`config.mk`:
```
export PLATFORM = sky130hd
export DESIGN_NAME = dual_port_pin_controller
export DESIGN_NICKNAME = d
export VERILOG_FILES = /design/src/dual_port_pin_controller_pkg.sv /design/src/dual_port_pin_controller.sv
export VERILOG_INCLUDE_DIRS = /design/src /design/src/src
export SDC_FILE = /design/constraint.sdc
export NUM_CORES = 1
export LEC_CHECK = 0
export ABC_AREA = 1
export BUFFER_PORTS_ARGS = -buffer_cell sky130_fd_sc_hd__buf_2
export CAP_MARGIN = 30
export CORE_UTILIZATION = 53
export DETAILED_ROUTE_END_ITERATION = 10
export PLACE_DENSITY = 0.88
export REMOVE_ABC_BUFFERS = 1
export SLEW_MARGIN = 30
export SYNTH_ARGS = -nofsm -noshare
export SYNTH_HDL_FRONTEND = slang
export SYNTH_SLANG_ARGS = --single-unit
export TNS_END_PERCENT = 20
```
`constraint.sdc`:
```
create_clock -name ref_clk_in -period 4.85 [get_ports ref_clk_in]
set_input_delay 0.97 -clock ref_clk_in [delete_from_list [all_inputs] [get_ports ref_clk_in]]
set_output_delay 0.97 -clock ref_clk_in [all_outputs]
set_load 0.005 [all_outputs]
```
`src/dual_port_pin_controller_cfg.svh`:
```
// Register offsets, field positions, reset values and routing constants
`ifndef DUAL_PORT_PIN_CONTROLLER_CFG_SVH
`define DUAL_PORT_PIN_CONTROLLER_CFG_SVH

// ----------------------------------------------------------------------
// Register byte offsets
// ----------------------------------------------------------------------
`define OFS_SECOND_PORT_PINS      32'h0000_0000
`define OFS_SECOND_PORT_LATCH     32'h0000_0004
`define OFS_SECOND_PORT_DIRECTION 32'h0000_0008
`define OFS_INTERRUPT_CTRL_FIRST  32'h0000_000c
`define OFS_INTERRUPT_CTRL_SECOND 32'h0000_0010
`define OFS_INTERRUPT_CTRL_THIRD  32'h0000_0014
`define OFS_THIRD_PORT_PINS       32'h0000_0018
`define OFS_THIRD_PORT_LATCH      32'h0000_001c
`define OFS_THIRD_PORT_DIRECTION  32'h0000_0020
`define OFS_ROUTING_STATUS        32'h0000_0024

// ----------------------------------------------------------------------
// Reset values
// ----------------------------------------------------------------------
`define RST_DIRECTION             8'hff
`define RST_INTERRUPT_CTRL_FIRST  8'h00
`define RST_INTERRUPT_CTRL_SECOND 8'hff
`define RST_INTERRUPT_CTRL_THIRD  8'hc0

// ----------------------------------------------------------------------
// Field positions
// ----------------------------------------------------------------------
`define BIT_PORT_CHANGE_FLAG      0
`define BIT_EXT_ZERO_FLAG         1
`define BIT_EXT_ONE_FLAG          0
`define BIT_EXT_TWO_FLAG          1
`define BIT_EXT_THREE_FLAG        2
`define BIT_PULLUP_CONTROL        7
`define BIT_EDGE_SEL_ZERO         6
`define BIT_EDGE_SEL_ONE          5
`define BIT_EDGE_SEL_TWO          4
`define BIT_EDGE_SEL_THREE        3
`define BIT_CAPTURE_TWO_PIN       3
`define BIT_CAPTURE_TWO_ALT       1

// ----------------------------------------------------------------------
// Bus answers
// ----------------------------------------------------------------------
`define RESP_OKAY                 2'h0
`define RESP_SLVERR               2'h2

`endif

```
`src/dual_port_pin_controller_pkg.sv`:
```
// Types shared by the dual port pin controller
package dual_port_pin_controller_pkg;

    typedef struct packed {
        logic        awvalid;
        logic [31:0] awaddr;
        logic        wvalid;
        logic [31:0] wdata;
        logic [3:0]  wstrb;
        logic        bready;
        logic        arvalid;
        logic [31:0] araddr;
        logic        rready;
    } axil_req_t;

    typedef struct packed {
        logic        awready;
        logic        wready;
        logic        bvalid;
        logic [1:0]  bresp;
        logic        arready;
        logic        rvalid;
        logic [31:0] rdata;
        logic [1:0]  rresp;
    } axil_rsp_t;

    typedef enum logic [3:0] {
        REG_SECOND_PINS = 4'h0,
        REG_SECOND_LATCH = 4'h1,
        REG_SECOND_DIR = 4'h2,
        REG_INTCTL_FIRST = 4'h3,
        REG_INTCTL_SECOND = 4'h4,
        REG_INTCTL_THIRD = 4'h5,
        REG_THIRD_PINS = 4'h6,
        REG_THIRD_LATCH = 4'h7,
        REG_THIRD_DIR = 4'h8,
        REG_ROUTING = 4'h9,
        REG_NONE = 4'hf
    } reg_sel_t;

    typedef enum logic [0:0] {
        WR_COLLECT = 1'b0,
        WR_RESPOND = 1'b1
    } wr_state_t;

endpackage : dual_port_pin_controller_pkg

```
`src/dual_port_pin_controller.sv`:
```
// Second and third general purpose ports with AXI4-Lite register access
//
// Overview of operation
// - Each port has eight pins, each usable as input or output.
// - Direction bit 1 turns the pin driver off; pin is an input.
// - Direction bit 0 drives the pin from its output latch.
// - Pin register reads return pin levels; writes go to the output latch.
// - Output latch has its own address and reads back the stored value.
// - Enabled third-port peripherals may force a pin to output or input.
// - Peripheral direction override never changes the direction register.
// - Every reset sets both direction registers to all ones.
// - Pin and latch contents are undefined at power-up and kept across resets.
// - Second-port pins 0 to 3 are external interrupt inputs 0 to 3.
// - Second-port pins 4 to 7 have change detection besides normal I/O.
// - Any change on second-port pins 7 to 4 sets the port change flag.
// - Clearing shared bit 7 of second interrupt control enables weak pull-ups on second-port input pins.
// - Second-port pin 3 can carry the second capture unit's pin function.
// - Routing bit set sends second capture unit to third-port pin 1.
// - Routing bit clear: fifth-port pin 7 in micro mode, else pin 3 on larger package.
// - Second-port pins 5, 6, 7 serve low-voltage programming signals.
// - Third-port pins 0 to 2 carry oscillator, timer clock, capture one.
// - Third-port pins 3 to 5 carry synchronous serial clock and data.
// - Third-port pins 6 and 7 carry first USART lines.
//
// Implementation choices: the AXI4-Lite slave port and the placing of the registers.
`timescale 1ns/1ns
`include "dual_port_pin_controller_cfg.svh"

module dual_port_pin_controller
    import dual_port_pin_controller_pkg::*;
#(
    parameter int PORT_WIDTH = 8
) (
    input wire logic ref_clk_in,
    input wire logic resetn_in,
    input wire axil_req_t axil_req_in,
    output axil_rsp_t axil_rsp_out,
    input wire logic [PORT_WIDTH-1:0] second_port_pins_in,
    output logic [PORT_WIDTH-1:0] second_port_pins_out,
    output logic [PORT_WIDTH-1:0] second_port_pins_oe_out,
    output logic [PORT_WIDTH-1:0] second_port_pullup_out,
    input wire logic [PORT_WIDTH-1:0] third_port_pins_in,
    output logic [PORT_WIDTH-1:0] third_port_pins_out,
    output logic [PORT_WIDTH-1:0] third_port_pins_oe_out,
    input wire logic [PORT_WIDTH-1:0] third_periph_enable_in,
    input wire logic [PORT_WIDTH-1:0] third_periph_input_in,
    input wire logic [PORT_WIDTH-1:0] third_periph_data_in,
    input wire logic capture_two_pin_select_in,
    input wire logic micro_mode_in,
    input wire logic large_package_in,
    input wire logic capture_two_enable_in,
    input wire logic capture_two_input_in,
    input wire logic capture_two_data_in,
    output logic capture_two_to_fifth_out,
    output logic [PORT_WIDTH-1:0] second_port_levels_out,
    output logic [PORT_WIDTH-1:0] third_port_levels_out
);

    // ------------------------------------------------------------------
    // Address decode
    // ------------------------------------------------------------------
    function automatic reg_sel_t decode_addr(input logic [31:0] addr);
        case (addr)
            `OFS_SECOND_PORT_PINS: decode_addr = REG_SECOND_PINS;
            `OFS_SECOND_PORT_LATCH: decode_addr = REG_SECOND_LATCH;
            `OFS_SECOND_PORT_DIRECTION: decode_addr = REG_SECOND_DIR;
            `OFS_INTERRUPT_CTRL_FIRST: decode_addr = REG_INTCTL_FIRST;
            `OFS_INTERRUPT_CTRL_SECOND: decode_addr = REG_INTCTL_SECOND;
            `OFS_INTERRUPT_CTRL_THIRD: decode_addr = REG_INTCTL_THIRD;
            `OFS_THIRD_PORT_PINS: decode_addr = REG_THIRD_PINS;
            `OFS_THIRD_PORT_LATCH: decode_addr = REG_THIRD_LATCH;
            `OFS_THIRD_PORT_DIRECTION: decode_addr = REG_THIRD_DIR;
            `OFS_ROUTING_STATUS: decode_addr = REG_ROUTING;
            default: decode_addr = REG_NONE;
        endcase
    endfunction : decode_addr

    // ------------------------------------------------------------------
    // Storage
    // ------------------------------------------------------------------
    logic [PORT_WIDTH-1:0] second_latch_r;
    logic [PORT_WIDTH-1:0] third_latch_r;
    logic [PORT_WIDTH-1:0] second_dir_r;
    logic [PORT_WIDTH-1:0] third_dir_r;
    logic [7:0] intctl_first_r;
    logic [7:0] intctl_second_r;
    logic [7:0] intctl_third_r;
    logic [7:0] intctl_first_nxt;
    logic [7:0] intctl_third_nxt;

    logic [PORT_WIDTH-1:0] second_meta_r;
    logic [PORT_WIDTH-1:0] second_sync_r;
    logic [PORT_WIDTH-1:0] second_prev_r;
    logic [PORT_WIDTH-1:0] third_meta_r;
    logic [PORT_WIDTH-1:0] third_sync_r;

    wr_state_t wr_state_r;
    logic aw_held_r;
    logic w_held_r;
    logic [31:0] awaddr_r;
    logic [31:0] wdata_r;
    logic [3:0] wstrb_r;
    logic awready_r;
    logic wready_r;
    logic bvalid_r;
    logic [1:0] bresp_r;
    logic arready_r;
    logic rvalid_r;
    logic [31:0] rdata_r;
    logic [1:0] rresp_r;

    logic do_write;
    reg_sel_t wr_sel;
    reg_sel_t rd_sel;
    logic [7:0] wr_byte;
    logic wr_lane;

    logic route_to_third;
    logic route_to_second;
    logic [PORT_WIDTH-1:0] second_ovr_en;
    logic [PORT_WIDTH-1:0] second_ovr_in;
    logic [PORT_WIDTH-1:0] second_ovr_data;
    logic [PORT_WIDTH-1:0] third_ovr_en;
    logic [PORT_WIDTH-1:0] third_ovr_in;
    logic [PORT_WIDTH-1:0] third_ovr_data;
    logic [PORT_WIDTH-1:0] second_eff_input;
    logic [PORT_WIDTH-1:0] third_eff_input;
    logic [3:0] ext_edge;
    logic change_seen;

    // ------------------------------------------------------------------
    // Pin synchronisers
    // ------------------------------------------------------------------
    always_ff @(posedge ref_clk_in) begin
        second_meta_r <= second_port_pins_in;
        second_sync_r <= second_meta_r;
        third_meta_r <= third_port_pins_in;
        third_sync_r <= third_meta_r;
        second_prev_r <= second_sync_r;
    end

    // ------------------------------------------------------------------
    // Write channel
    // ------------------------------------------------------------------
    assign do_write = (wr_state_r == WR_COLLECT) && aw_held_r && w_held_r;
    assign wr_sel = decode_addr(awaddr_r);
    assign wr_byte = wdata_r[7:0];
    assign wr_lane = do_write && wstrb_r[0];

    always_ff @(posedge ref_clk_in) begin
        if (!resetn_in) begin
            wr_state_r <= WR_COLLECT;
            aw_held_r <= 1'b0;
            w_held_r <= 1'b0;
            awaddr_r <= 32'h0000_0000;
            wdata_r <= 32'h0000_0000;
            wstrb_r <= 4'h0;
            awready_r <= 1'b1;
            wready_r <= 1'b1;
            bvalid_r <= 1'b0;
            bresp_r <= `RESP_OKAY;
        end else begin
            if (axil_req_in.awvalid && awready_r) begin
                aw_held_r <= 1'b1;
                awaddr_r <= axil_req_in.awaddr;
                awready_r <= 1'b0;
            end
            if (axil_req_in.wvalid && wready_r) begin
                w_held_r <= 1'b1;
                wdata_r <= axil_req_in.wdata;
                wstrb_r <= axil_req_in.wstrb;
                wready_r <= 1'b0;
            end
            case (wr_state_r)
                WR_COLLECT: begin
                    if (do_write) begin
                        wr_state_r <= WR_RESPOND;
                        bvalid_r <= 1'b1;
                        bresp_r <= (wr_sel == REG_NONE) ? `RESP_SLVERR : `RESP_OKAY;
                    end
                end
                WR_RESPOND: begin
                    if (axil_req_in.bready) begin
                        wr_state_r <= WR_COLLECT;
                        bvalid_r <= 1'b0;
                        aw_held_r <= 1'b0;
                        w_held_r <= 1'b0;
                        awready_r <= 1'b1;
                        wready_r <= 1'b1;
                    end
                end
                default: begin
                    wr_state_r <= WR_COLLECT;
                end
            endcase
        end
    end

    // ------------------------------------------------------------------
    // Output latches, no reset so contents survive resets
    // ------------------------------------------------------------------
    always_ff @(posedge ref_clk_in) begin
        if (wr_lane && (wr_sel == REG_SECOND_PINS || wr_sel == REG_SECOND_LATCH)) begin
            second_latch_r <= wr_byte;
        end
        if (wr_lane && (wr_sel == REG_THIRD_PINS || wr_sel == REG_THIRD_LATCH)) begin
            third_latch_r <= wr_byte;
        end
    end

    // ------------------------------------------------------------------
    // Direction registers
    // ------------------------------------------------------------------
    always_ff @(posedge ref_clk_in) begin
        if (!resetn_in) begin
            second_dir_r <= `RST_DIRECTION;
            third_dir_r <= `RST_DIRECTION;
        end else begin
            if (wr_lane && wr_sel == REG_SECOND_DIR) begin
                second_dir_r <= wr_byte;
            end
            if (wr_lane && wr_sel == REG_THIRD_DIR) begin
                third_dir_r <= wr_byte;
            end
        end
    end

    // ------------------------------------------------------------------
    // External interrupt and change detection
    // ------------------------------------------------------------------
    always_comb begin
        // Edge seen and new level equals selected polarity
        for (int i = 0; i < 4; i++) begin
            ext_edge[i] = (second_sync_r[i] ^ second_prev_r[i])
                && (second_sync_r[i] == intctl_second_r[`BIT_EDGE_SEL_ZERO - i]);
        end
        change_seen = |(second_sync_r[7:4] ^ second_prev_r[7:4]);
    end

    // Software write first, hardware set wins over a clear
    always_comb begin
        intctl_first_nxt = intctl_first_r;
        intctl_third_nxt = intctl_third_r;
        if (wr_lane && wr_sel == REG_INTCTL_FIRST) begin
            intctl_first_nxt = wr_byte;
        end
        if (wr_lane && wr_sel == REG_INTCTL_THIRD) begin
            intctl_third_nxt = wr_byte;
        end
        intctl_first_nxt[`BIT_PORT_CHANGE_FLAG] = intctl_first_nxt[`BIT_PORT_CHANGE_FLAG] | change_seen;
        intctl_first_nxt[`BIT_EXT_ZERO_FLAG] = intctl_first_nxt[`BIT_EXT_ZERO_FLAG] | ext_edge[0];
        intctl_third_nxt[`BIT_EXT_THREE_FLAG:`BIT_EXT_ONE_FLAG] |= ext_edge[3:1];
    end

    always_ff @(posedge ref_clk_in) begin
        if (!resetn_in) begin
            intctl_first_r <= `RST_INTERRUPT_CTRL_FIRST;
            intctl_second_r <= `RST_INTERRUPT_CTRL_SECOND;
            intctl_third_r <= `RST_INTERRUPT_CTRL_THIRD;
        end else begin
            intctl_first_r <= intctl_first_nxt;
            intctl_third_r <= intctl_third_nxt;
            if (wr_lane && wr_sel == REG_INTCTL_SECOND) begin
                intctl_second_r <= wr_byte;
            end
        end
    end

    // ------------------------------------------------------------------
    // Peripheral routing and direction override
    // ------------------------------------------------------------------
    assign route_to_third = capture_two_pin_select_in;
    assign route_to_second = !capture_two_pin_select_in && !micro_mode_in && large_package_in;

    always_comb begin
        second_ovr_en = '0;
        second_ovr_in = '0;
        second_ovr_data = '0;
        third_ovr_en = third_periph_enable_in;
        third_ovr_in = third_periph_input_in;
        third_ovr_data = third_periph_data_in;
        if (capture_two_enable_in && route_to_second) begin
            second_ovr_en[`BIT_CAPTURE_TWO_PIN] = 1'b1;
            second_ovr_in[`BIT_CAPTURE_TWO_PIN] = capture_two_input_in;
            second_ovr_data[`BIT_CAPTURE_TWO_PIN] = capture_two_data_in;
        end
        if (capture_two_enable_in && route_to_third) begin
            third_ovr_en[`BIT_CAPTURE_TWO_ALT] = 1'b1;
            third_ovr_in[`BIT_CAPTURE_TWO_ALT] = capture_two_input_in;
            third_ovr_data[`BIT_CAPTURE_TWO_ALT] = capture_two_data_in;
        end
    end

    // ------------------------------------------------------------------
    // Pin drivers
    // ------------------------------------------------------------------
    genvar g;
    generate
        for (g = 0; g < PORT_WIDTH; g++) begin : g_pin
            assign second_eff_input[g] = second_ovr_en[g] ? second_ovr_in[g] : second_dir_r[g];
            assign third_eff_input[g] = third_ovr_en[g] ? third_ovr_in[g] : third_dir_r[g];

            always_ff @(posedge ref_clk_in) begin
                if (!resetn_in) begin
                    second_port_pins_oe_out[g] <= 1'b0;
                    second_port_pins_out[g] <= 1'b0;
                    second_port_pullup_out[g] <= 1'b0;
                    third_port_pins_oe_out[g] <= 1'b0;
                    third_port_pins_out[g] <= 1'b0;
                end else begin
                    second_port_pins_oe_out[g] <= !second_eff_input[g];
                    second_port_pins_out[g] <= second_eff_input[g] ? 1'b0
                        : (second_ovr_en[g] ? second_ovr_data[g] : second_latch_r[g]);
                    second_port_pullup_out[g] <= second_eff_input[g]
                        && !intctl_second_r[`BIT_PULLUP_CONTROL];
                    third_port_pins_oe_out[g] <= !third_eff_input[g];
                    third_port_pins_out[g] <= third_eff_input[g] ? 1'b0
                        : (third_ovr_en[g] ? third_ovr_data[g] : third_latch_r[g]);
                end
            end
        end
    endgenerate

    // Levels for serial programming and peripheral inputs
    always_ff @(posedge ref_clk_in) begin
        if (!resetn_in) begin
            second_port_levels_out <= '0;
            third_port_levels_out <= '0;
            capture_two_to_fifth_out <= 1'b0;
        end else begin
            second_port_levels_out <= second_sync_r;
            third_port_levels_out <= third_sync_r;
            capture_two_to_fifth_out <= !capture_two_pin_select_in && micro_mode_in;
        end
    end

    // ------------------------------------------------------------------
    // Read channel
    // ------------------------------------------------------------------
    assign rd_sel = decode_addr(axil_req_in.araddr);

    always_ff @(posedge ref_clk_in) begin
        if (!resetn_in) begin
            arready_r <= 1'b1;
            rvalid_r <= 1'b0;
            rdata_r <= 32'h0000_0000;
            rresp_r <= `RESP_OKAY;
        end else if (axil_req_in.arvalid && arready_r) begin
            arready_r <= 1'b0;
            rvalid_r <= 1'b1;
            rresp_r <= `RESP_OKAY;
            rdata_r <= 32'h0000_0000;
            case (rd_sel)
                REG_SECOND_PINS: rdata_r[7:0] <= second_sync_r;
                REG_SECOND_LATCH: rdata_r[7:0] <= second_latch_r;
                REG_SECOND_DIR: rdata_r[7:0] <= second_dir_r;
                REG_INTCTL_FIRST: rdata_r[7:0] <= intctl_first_r;
                REG_INTCTL_SECOND: rdata_r[7:0] <= intctl_second_r;
                REG_INTCTL_THIRD: rdata_r[7:0] <= intctl_third_r;
                REG_THIRD_PINS: rdata_r[7:0] <= third_sync_r;
                REG_THIRD_LATCH: rdata_r[7:0] <= third_latch_r;
                REG_THIRD_DIR: rdata_r[7:0] <= third_dir_r;
                REG_ROUTING: rdata_r[3:0] <= {capture_two_enable_in, large_package_in,
                                              micro_mode_in, capture_two_pin_select_in};
                default: rresp_r <= `RESP_SLVERR;
            endcase
        end else if (rvalid_r && axil_req_in.rready) begin
            rvalid_r <= 1'b0;
            arready_r <= 1'b1;
        end
    end

    assign axil_rsp_out = '{
        awready_r, wready_r, bvalid_r, bresp_r,
        arready_r, rvalid_r, rdata_r, rresp_r
    };

endmodule : dual_port_pin_controller

```
# After elaboration in Yosys (flattened, before gate mapping)
# Index checks and enable logic that the tools add are counted.
# word_totals
reg_bits	214
inputBits	153
output_inout_bits	98
# op_classes
n_eq_ne	42
mux	54
bitwise	10
reduce_logical	77
# ops
cell	n
$eq 32x5->1 const B	8
$eq 32x4->1 const B	4
$eq 32x6->1 const B	4
$pmux 4 s10	3
$eq 32x3->1 const B	2
$logic_not 32->1	2
$mux 1	44
$pmux 4 s9	1
$eq 4x3->1 const B	8
$reduce_or 2->1	16
$logic_and 1x1->1	31
$logic_not 1->1	19
$eq 4x2->1 const B	4
$eq 4x4->1 const B	4
$reduce_or 10->1	1
$eq 4x1->1 const B	2
$logic_not 4->1	2
$mux 2	3
$eq 1x1->1	4
$ne 2x2->1 const B	2
$pmux 1 s2	2
$reduce_and 2->1	2
$reduce_or 4->1	1
$xor 1x1->1	4
other kinds (7)	10

# Logic depth before layout (Yosys ltp)
# depth
ltp_word	7
ltp_mapped	16

# Worst setup path before layout
# Ideal clock, no wire load.
# synth_timing
kind	input to register
from	input port axil_req_in[12] (netlist bit)
to	register rdata_r[4]
setup_ns	0.139
arrival_ns	2.369
setup_slack_ns	2.342
cell_stages	15
n_path_buf	2
cell_sequence	nor2_1 -> nand2_1 -> nor2_4 -> buf_8 -> nand3_1 -> a21o_1 -> nand3_4 -> nor2_8 -> buf_12 -> nand3_2 -> nand2_1 -> nor2_1 -> nand3b_1 -> nand2_1 -> a21oi_2
# synth_between
elab_chain_len	4
# synth_rtl
element	line_no	text
start: declaration	dual_port_pin_controller.sv:36	input wire axil_req_t axil_req_in,
$eq 32x6->1 (tied with other cells)	dual_port_pin_controller.sv:63	case (addr)
$pmux 4 s10 (*)	dual_port_pin_controller.sv:63	
$eq 4x4->1 (tied with other cells)	dual_port_pin_controller.sv:353	case (rd_sel)
$pmux 4 s9 (*)	dual_port_pin_controller.sv:353	
end signal: assignment	dual_port_pin_controller.sv:354	REG_SECOND_PINS: rdata_r[7:0] <= second_sync_r;
end signal: assignment	dual_port_pin_controller.sv:355	REG_SECOND_LATCH: rdata_r[7:0] <= second_latch_r;
end signal: assignment	dual_port_pin_controller.sv:356	REG_SECOND_DIR: rdata_r[7:0] <= second_dir_r;
end: declaration	dual_port_pin_controller.sv:109	logic [31:0] rdata_r;
# Mark *: on every way between the ends. The rest lies on a longest branch, timed or not.
# A chain may end at the register's enable or synchronous reset.

# Worst setup path in the final report
# layout_timing
from	register awaddr_r[30]
to	register second_latch_r[1], enable pin
# layout_between
elab_chain_len	5
# layout_rtl
element	line_no	text
start: declaration	dual_port_pin_controller.sv:100	logic [31:0] awaddr_r;
start signal: assignment	dual_port_pin_controller.sv:165	awaddr_r <= axil_req_in.awaddr;
$eq 32x6->1 (tied with other cells)	dual_port_pin_controller.sv:63	
$pmux 4 s10 (*)	dual_port_pin_controller.sv:63	
$eq 4x1->1 or $logic_not 4->1 (tied branches)	dual_port_pin_controller.sv:203	if (wr_lane && (wr_sel == REG_SECOND_PINS || wr_sel == REG_SECOND_LATCH)) begin
$logic_or 1x1->1 (*)	dual_port_pin_controller.sv:203	
$logic_and 1x1->1 (*)	dual_port_pin_controller.sv:203	
end signal: assignment	dual_port_pin_controller.sv:204	second_latch_r <= wr_byte;
end: declaration	dual_port_pin_controller.sv:81	logic [PORT_WIDTH-1:0] second_latch_r;
# Marks and branches as above.

==> flow_metrics.tcl <==
set metrics [dict create \
    ir_drop_mv 0.2836 \
    h-tree-depth 1 \
    final-seq-area_um2 4404 \
    cts_resized 0 \
    synth-seq-cells 212 \
    fp.dieW_um 128.6 \
    crit_required_ps 4980 \
    min_path_type "reg -> reg" \
    power.total_mw 3.781 \
    setup-tns-final_ps 0 \
    criticalPathCategory "reg -> reg" \
    port_buffers 197 \
    crit_chain "or2_2 > nor4_1 > nand2_1 > nor4_1 > inv_1 > nand2_1 > inv_1 > nor2_1 > nand3_1 > nor2_1" \
    grt_usage 0.2545 \
    post_cts_buffers 0 \
    status "complete, no violations" \
    cts_sinks 212 \
    cts_tree "built" \
    postCtsHoldBufs 0 \
    place_ws_ps 1650 \
    core_area_um2 15430 \
    worstPathArrival_ps 2900 \
    cap_violations 0 \
    syn_inst 1032 \
    p_leak_nw 5.103 \
    area_growth_pct 19.78 \
    worst_slack_ps 2079 \
    fin_crit_ps 2771 \
    setup_viol 0 \
    num_vias 7439 \
    die_area_um2 16530 \
    synth_edf_count 16 \
    drive_gt1_frac 0.2423 \
    clockBufferDepth 3 \
    end_kind "flip-flop" \
    critPathBufInv 2 \
    final_net_count 1367 \
    yosysUniqueCellTypes 46 \
    critPathSlowestCell "nor2_1" \
    largest_register "awaddr_r" \
    grt_pass1_wl_um 33150 \
    clkTransAtPathRegs_ps 60 \
    synth_flop_cell "dfxtp_1" \
    final_cells 1441 \
    routed_wl_um 21190 \
    insertion_delay_ps 500 \
    multi_input_area_um2 3359 \
    final_util 0.6591 \
    drtIter0Drc 488 \
    post_drt_wl_per_cell_um 14.70 \
    avgSynthCellArea_um2 8.226 \
    maxSlewViolCount 0 \
    async_flop_share 0 \
    dp_hpwl_um 14820 \
    cts-root-buf "clkbuf_16" \
    finalCritPeriodShare 0.5713 \
    diodes 0 \
    crit_path_max_fanout 8 \
    largest_register_ffs 32 \
    antenna_found_initial 0 \
    fillCellCount 1290 \
    power_density_nw_per_um2 371.9 \
    antenna_left 0 \
    grt_pass1_vias 6830 \
    grt_max_degree 96 \
    die_y_um 128.6 \
    slew_headroom 0.2913 \
    final-hold-violation-count 0 \
    grt-ovfl-total 0 \
    yosysSeqAreaShare 0.5188 \
    fmax_mhz 360.9 \
    start_util 0.5503 \
    critical-path-max-stage-delay_ps 740 \
    cp_top_family "simple AND/OR/NAND/NOR gates" \
    drcViolationCount 0 \
    first_pass_iters 7 \
    cp-start-kind "flip-flop" \
    worst_pin_slew_ps 1059 \
    gp_congestion 0.9407 \
    dpl.cell_count 1401 \
    ys_warn_count 0 \
    syn_area_um2 8489 \
    numCtsBuffers 22 \
    rows 45 \
    rsz0062_at_grt "false" \
    io_pins 251 \
    clock_skew_ps 8.467 \
    viasPerCell 5.162 \
]
-- through the flow --
stage / instance area (µm²) / hold slack [ps]
finish: 10170 / 320.8
global placement: 9434 / 309.7
global route: 10170 / 334.9
CTS: 10170 / 323.5
detailed placement: 9434 / 313.2
floorplan: 8162 / 309.6
-- placed cells by master, fill, tap and decap left out, types with 3 or more instances in the layout --
master / count
nor2_4: 7
buf_4: 3
buf_2: 197
nand2_1: 178
nand3_1: 32
and3_1: 6
o21ai_0: 69
clkbuf_16: 23
o211ai_1: 27
nor2_2: 8
nor4_1: 12
mux2i_1: 6
clkbuf_1: 4
a22o_1: 4
conb_1: 26
or2_2: 3
dfxtp_1: 196
nand3b_1: 5
nor3_1: 19
clkbuf_8: 3
inv_1: 98
a21oi_2: 8
edfxtp_1: 16
clkinv_2: 4
a21oi_1: 33
inv_2: 7
nand2_2: 6
nand4_1: 28
nor2_1: 165
nand3_2: 10
-- cell usage after synthesis, drive strengths merged, types with 5 or more instances --
library cell    n  area [µm²]
nand3          44       295.3
nand2         186       725.7
edfxtp         16       480.5
buf            38       309.0
nor4           12       75.07
inv           106       400.4
o211ai         27       202.7
a21oi          42       251.5
nand3b          5       37.54
and3            6       37.54
mux2i           6       60.06
nor3           20       105.1
nor2          182       788.3
dfxtp         196        3924
o21ai          71       362.8
clkbuf         29       112.6
nand4          29       187.7
-- worst register-to-register path: cells and delay by family (launching register included) --
kind          cells  cell delay [ps]
buf+inv           2              150
flops             1              310
simple gates      8             1940
-- final cells by class --
cell class	count	area share
clock inverter	10	0.009844
tap	211	0.02596
clock buffer	30	0.06214
multi-input combinational	672	0.3304
sequential	212	0.4331
inverter	106	0.03937
timing repair buffer	200	0.09918
-- per-layer routing --
metal / up-vias / share of wire / track usage
li1: 3683 / - / -
met1: 3399 / 0.42 / 0.3158
met2: 303 / 0.47 / 0.4337
met3: 54 / 0.073 / 0.04990
met4: 0 / 0.033 / 0.1052
met5: - / 0 / 0
-- path summary, 6_finish.rpt --
| check | cells after the start | slack, ps | startpoint | to |
|---|---|---|---|---|
| max | 10 | 2080 | awaddr_r[30] | second_latch_r[1] |
| min | 0 | 320 | second_meta_r[0] | second_sync_r[0] |
| max reg2reg | 10 | 2080 | awaddr_r[30] | second_latch_r[1] |
| min reg2reg | 0 | 320 | second_meta_r[0] | second_sync_r[0] |
-- kinds of logic after synthesis --
logic type | Yosys count | synth area share
compound gates | 149 | 0.1052
flops | 212 | 0.5188
mux | 6 | 0.007075
simple gates | 487 | 0.2675
xor+xnor | 4 | 0.004128
buf+inv | 173 | 0.09683
other cells | 1 | 0.0004417
-- power by group --
group          switching, mW  internal [mW]
sequential            0.0377           1.83
clock                  0.690          0.977
combinational          0.147         0.0976
total                  0.875           2.91
Power figures use the tool's default switching activity.
